## src/scsp_defs.vh

```
// constants for the serial control signal path
`ifndef SCSP_DEFS_VH
`define SCSP_DEFS_VH
`define SCSP_MODE_W 3
`define SCSP_MODE_V35 3'h0
`define SCSP_MODE_V28 3'h1
`define SCSP_MODE_V10 3'h2
`define SCSP_ROLE_DTE 1'h0
`define SCSP_ROLE_DCE 1'h1
`define SCSP_RST_OUT 1'h0
`endif

```

## src/scsp_sample_reg.v

```verilog
// sampling register stepped by rising edges of the external sampling clock
`timescale 1ns/100ps
`include "scsp_defs.vh"
module scsp_sample_reg #(
  parameter WIDTH = 4
)
(
  input wire i_clk,
  input wire i_resetn,
  input wire i_sample_clk,
  input wire [WIDTH-1:0] i_d,
  output reg [WIDTH-1:0] o_q
);
  reg sclk_prev;
  wire sclk_rise;

  assign sclk_rise = i_sample_clk & ~sclk_prev;

  always @(posedge i_clk or negedge i_resetn)
  begin
    if (!i_resetn)
    begin
      sclk_prev <= 1'h0;
      o_q <= {WIDTH{`SCSP_RST_OUT}};
    end
    else
    begin
      sclk_prev <= i_sample_clk;
      if (sclk_rise)
        o_q <= i_d;
    end
  end
endmodule

```

## src/scsp_control_path.v

```verilog
// control signal path: DCE line idle in loopback, latched mode, loopback, line drive
`timescale 1ns/100ps
`include "scsp_defs.vh"
module scsp_control_path
(
  input wire i_clk,
  input wire i_resetn,
  input wire i_latch_select,
  input wire i_sample_clk,
  input wire i_loopback_n,
  input wire i_role_select,
  input wire i_output_enable_n,
  input wire [`SCSP_MODE_W-1:0] i_interface_mode,
  input wire i_transmitter4_digital_in,
  input wire i_transmitter5_digital_in,
  input wire i_transmitter8_digital_in,
  input wire i_receiver5_line_in,
  input wire i_receiver8_line_in,
  output reg o_transmitter4_positive_out,
  output reg o_transmitter4_negative_out,
  output reg o_transmitter4_negative_oe,
  output reg o_transmitter5_positive_out,
  output reg o_transmitter5_negative_out,
  output reg o_transmitter5_negative_oe,
  output reg o_transmitter8_line_out,
  output reg o_receiver5_digital_out,
  output reg o_receiver8_digital_out,
  output reg o_receiver8_digital_oe,
  output reg o_loopback_active
);
  // ---------------------------------------------
  // helpers
  // ---------------------------------------------
  function single_ended;
    input [`SCSP_MODE_W-1:0] mode;
    begin
      single_ended = (mode == `SCSP_MODE_V35) || (mode == `SCSP_MODE_V28) ||
        (mode == `SCSP_MODE_V10);
    end
  endfunction

  // receive source: line level, or the terminal's transmit bit in loopback
  function loop_source;
    input line_bit;
    input term_bit;
    input loop;
    begin
      if (loop)
        loop_source = term_bit;
      else
        loop_source = line_bit;
    end
  endfunction

  // negative rail: inverse when differential, parked low when single-ended
  function negative_rail;
    input data;
    input single;
    begin
      if (single)
        negative_rail = 1'h0;
      else
        negative_rail = ~data;
    end
  endfunction

  // a DCE in loopback keeps transmitters 5 and 8 idle
  function line_idle;
    input loop;
    input dce;
    begin
      line_idle = loop & dce;
    end
  endfunction

  // ---------------------------------------------
  // decoded controls
  // ---------------------------------------------
  // pins left open read as transparent and loopback off; pulls sit at the pads
  wire loop_on;
  wire is_dce;
  wire se;

  assign loop_on = ~i_loopback_n;
  assign is_dce = (i_role_select == `SCSP_ROLE_DCE);
  assign se = single_ended(i_interface_mode);

  // ---------------------------------------------
  // receive and transmit path sources
  // ---------------------------------------------
  reg [3:0] next_rx;

  always @*
  begin
    next_rx[0] = loop_source(i_receiver5_line_in, i_transmitter5_digital_in, loop_on);
    next_rx[1] = loop_source(i_receiver8_line_in, i_transmitter8_digital_in, loop_on);
    next_rx[2] = i_transmitter5_digital_in;
    next_rx[3] = i_transmitter8_digital_in;
  end

  // ---------------------------------------------
  // sampling register
  // ---------------------------------------------
  // sampling clock is edge detected, so it must stay high and low a cycle each
  wire [3:0] sampled;

  scsp_sample_reg #(.WIDTH(4)) u_sample
  (
    .i_clk(i_clk),
    .i_resetn(i_resetn),
    .i_sample_clk(i_sample_clk),
    .i_d(next_rx),
    .o_q(sampled)
  );

  // ---------------------------------------------
  // mode selection
  // ---------------------------------------------
  reg tx5_sel;
  reg tx8_sel;
  reg rx5_sel;
  reg rx8_sel;

  always @*
  begin
    if (i_latch_select)
    begin
      tx5_sel = sampled[2];
      tx8_sel = sampled[3];
      rx5_sel = sampled[0];
      rx8_sel = sampled[1];
    end
    else
    begin
      tx5_sel = i_transmitter5_digital_in;
      tx8_sel = i_transmitter8_digital_in;
      rx5_sel = next_rx[0];
      rx8_sel = next_rx[1];
    end
  end

  // ---------------------------------------------
  // transmitter 4 line drive
  // ---------------------------------------------
  always @*
  begin
    o_transmitter4_positive_out = i_transmitter4_digital_in;
    o_transmitter4_negative_out = negative_rail(i_transmitter4_digital_in, se);
    o_transmitter4_negative_oe = ~se;
  end

  // ---------------------------------------------
  // transmitter 5 line drive
  // ---------------------------------------------
  always @*
  begin
    if (line_idle(loop_on, is_dce))
    begin
      o_transmitter5_positive_out = 1'h0;
      o_transmitter5_negative_out = 1'h0;
    end
    else
    begin
      o_transmitter5_positive_out = tx5_sel;
      o_transmitter5_negative_out = negative_rail(tx5_sel, se);
    end
    // enable follows the mode even while the line is idled
    o_transmitter5_negative_oe = ~se;
  end

  // ---------------------------------------------
  // transmitter 8 line drive
  // ---------------------------------------------
  // single-ended only, no negative rail
  always @*
  begin
    if (line_idle(loop_on, is_dce))
      o_transmitter8_line_out = 1'h0;
    else
      o_transmitter8_line_out = tx8_sel;
  end

  // ---------------------------------------------
  // receiver 5 output
  // ---------------------------------------------
  always @*
  begin
    o_receiver5_digital_out = rx5_sel;
  end

  // ---------------------------------------------
  // receiver 8 output and enable
  // ---------------------------------------------
  // the pad releases the pin while the enable is low
  always @*
  begin
    o_receiver8_digital_out = rx8_sel;
    o_receiver8_digital_oe = ~i_output_enable_n;
  end

  // ---------------------------------------------
  // loopback status
  // ---------------------------------------------
  always @*
  begin
    o_loopback_active = loop_on;
  end
endmodule

```

## config.mk

```make
export PLATFORM = sky130hd
export DESIGN_NAME = scsp_control_path
export DESIGN_NICKNAME = d
export VERILOG_FILES = /design/src/scsp_sample_reg.v /design/src/scsp_control_path.v
export VERILOG_INCLUDE_DIRS = /design/src
export SDC_FILE = /design/constraint.sdc
export NUM_CORES = 1
export LEC_CHECK = 0
export BUFFER_PORTS_ARGS = -buffer_cell sky130_fd_sc_hd__buf_4
export CORE_AREA = 2 2 39 41
export CTS_CLUSTER_SIZE = 25
export DETAILED_ROUTE_END_ITERATION = 10
export DIE_AREA = 0 0 41 43
export GPL_TIMING_DRIVEN = 0
export PLACE_DENSITY = 0.54
export SLEW_MARGIN = 20
export SYNTH_ARGS = -nofsm -noshare
export SYNTH_HDL_FRONTEND = slang
export SYNTH_SLANG_ARGS = --single-unit
```

## constraint.sdc

```tcl
create_clock -name i_clk -period 1 [get_ports i_clk]
set_input_delay 0.2 -clock i_clk [delete_from_list [all_inputs] [get_ports i_clk]]
set_output_delay 0.2 -clock i_clk [all_outputs]
set_load 0.05 [all_outputs]
```

==> flow_metrics.tcl <==
set metrics [dict create \
    run_status "complete, but fails checks" \
    violations "negative setup slack" \
    finalWirelength_um 801 \
    crit_arrival_ns 1.17 \
    layout_common_cells "buf_4, mux2_4, dfrtp_1" \
    multi_input_area_um2 233 \
    critPathBufInv 1 \
    grtUsageTotal 0.102 \
    cts_tree "built" \
    core-area_mm2 0.00138 \
    drcViolationCount 0 \
    dp_hpwl_um 670 \
    setup_tns_ns -1.35 \
    synth_cell_types 12 \
    power.total_uw 926 \
    ioPinCount 26 \
    htree_num_levels 1 \
    die_width_um 41 \
    grt_pass1_vias 319 \
    synth_area_um2 314 \
    rsz0062_at_grt "true" \
    clkTransAtPathRegs_ns 0.04 \
    die_h_um 43 \
    crit_path_start_kind "flip-flop" \
    seq_area_um2 125 \
    slew_violations 0 \
    skew_ns 0.000422 \
    drv_cap 0 \
    min_period_over_period 1.37 \
    drt_pre_antenna_iters 1 \
    dr_total_vias 320 \
    cts_buffers 3 \
    port_buffers 25 \
    maxSlewHeadroom 0.863 \
    n_antenna_cell 0 \
    ir_worst_vdd_uv 656 \
    p_per_area_mw_per_mm2 1370 \
    antenna_found_initial 0 \
    grt_max_degree 6 \
    crit_path_max_fanout 2 \
    min_period_ns 1.37 \
    dieArea_mm2 0.00176 \
    worstPathRequired_ns 0.80 \
    ys_seq_area_frac 0.398 \
    placementRows 14 \
    setup_viol 5 \
    root_buffer "clkbuf_4" \
    place.gp.congestion 0.555 \
    first_iter_violations 0 \
    cp-end-kind "primary output" \
    cts_max_path_buffers 2 \
    ys_seq_elements 5 \
    worstSetupPathType "reg -> out" \
    syn_to_final_growth_pct 115 \
    setup_ws_ns -0.373 \
    worstPathCellList "mux2i_1 -> nor3b_4 -> buf_6" \
    clock_latency_ns 0.23 \
    wl_per_cell_um 10.7 \
    worst_pin_slew_ns 0.202 \
    grt_first_pass_wirelength_um 1230 \
    crit_path_max_incr_delay_ns 0.37 \
    fmax_mhz 729 \
    syn_nets 43 \
    hold_viol 0 \
    cp_slowest_cell "dfrtp_1" \
    p_leak_uw 0.000347 \
    drtAntennaViolNets 0 \
    path_delay_family "flip-flops" \
    yosys_warnings 0 \
    hold_path.class "in -> reg" \
    fillers 132 \
    final_nets 75 \
    synth_cells 28 \
    drive_above_1_share 0.814 \
    grt_overflow 0 \
    layout_commonest_cell "buf_4" \
    avgSynthCellArea_um2 11.2 \
    cts_sinks 5 \
    initial_core_util 0.227 \
    avgViaCountPerCell 4.27 \
]
## worst reg2reg max path, delay by kind of cell (launching register included)
family / cells / cell delay [ns]
DFF: 1 / 0.39
muxes: 1 / 0.31
and+or+nand+nor: 1 / 0.15
## cell type report
cell class	count	area share
inverters	3	0.0204
multi-input cells	18	0.344
plain buffers	1	0.0111
repair buffers	28	0.370
clock buffers	4	0.0389
flip-flops and latches	5	0.185
well taps	16	0.0296
## per-layer routing
| metal | part of all wire | global-route usage | vias up |
|---|---|---|---|
| li1 | - | - | 154 |
| met1 | 0.41 | 0.129 | 144 |
| met2 | 0.46 | 0.156 | 22 |
| met3 | 0.13 | 0.0157 | 0 |
| met4 | 0 | 0.0600 | 0 |
| met5 | 0 | 0 | - |
## power by group
part,switching [uW],internal [uW]
combinational,235,222
sequential,16.7,231
clock,71.2,150
total,323,604
## kinds of logic after synthesis
group,Yosys count,synth area share
buffers and inverters,5,0.0836
AO/OA/AOI/OAI,1,0.0159
AND/OR/NAND/NOR,7,0.128
multiplexers,10,0.374
flip-flops,5,0.398
## Yosys cell counts, drive strengths merged
library cell  count  share of area
buf               2          0.048
nor2              3          0.036
nor2b             1          0.020
a21oi             1          0.016
inv               3          0.036
mux2              8           0.31
nor3b             1          0.024
nand2b            1          0.020
dfrtp             5           0.40
mux2i             2          0.064
and2b             1          0.028
## sequential cells by signal, indices dropped and copies added, names as in the netlist
register            cells
u_sample.o_q            4
u_sample.sclk_prev      1
## repair_timing
item / 4_1_cts / 5_1_grt
pin swaps: 1 / 1
resized for setup: 12 / 6
endpoints found under the hold margin: 5 / 0
gates cloned: 0 / 0
setup buffers: 2 / 0
setup endpoints to repair: 10 / 9
hold buffers: 1 / 0
## final timing paths
kind                       cells past startpoint  slack (ns)               start                           to
max                                            3       -0.37     u_sample.o_q[2]  o_transmitter5_negative_out
min                                            1        0.11        i_sample_clk           u_sample.sclk_prev
max reg2reg                                    2        0.03  u_sample.sclk_prev              u_sample.o_q[1]
min reg2reg                                    1        0.51     u_sample.o_q[0]              u_sample.o_q[0]
max in group asynchronous                      2        0.60            i_resetn              u_sample.o_q[0]
min in group asynchronous                      2        0.30            i_resetn              u_sample.o_q[2]
## through the flow
stage               utilization  hold WS, ns  instances  area [um2]  worst slack [ns]
floorplan                     -      -0.0956         28         349            -0.277
finish                    0.488        0.113         75         676            -0.373
detailed placement        0.402      0.00416         69         557            -0.280
global route              0.488        0.103         75         676            -0.422
global placement          0.402      0.00476         69         557            -0.281
CTS                       0.468       0.0823         75         648            -0.371
No activity file was read; power rests on OpenSTA's default activity.
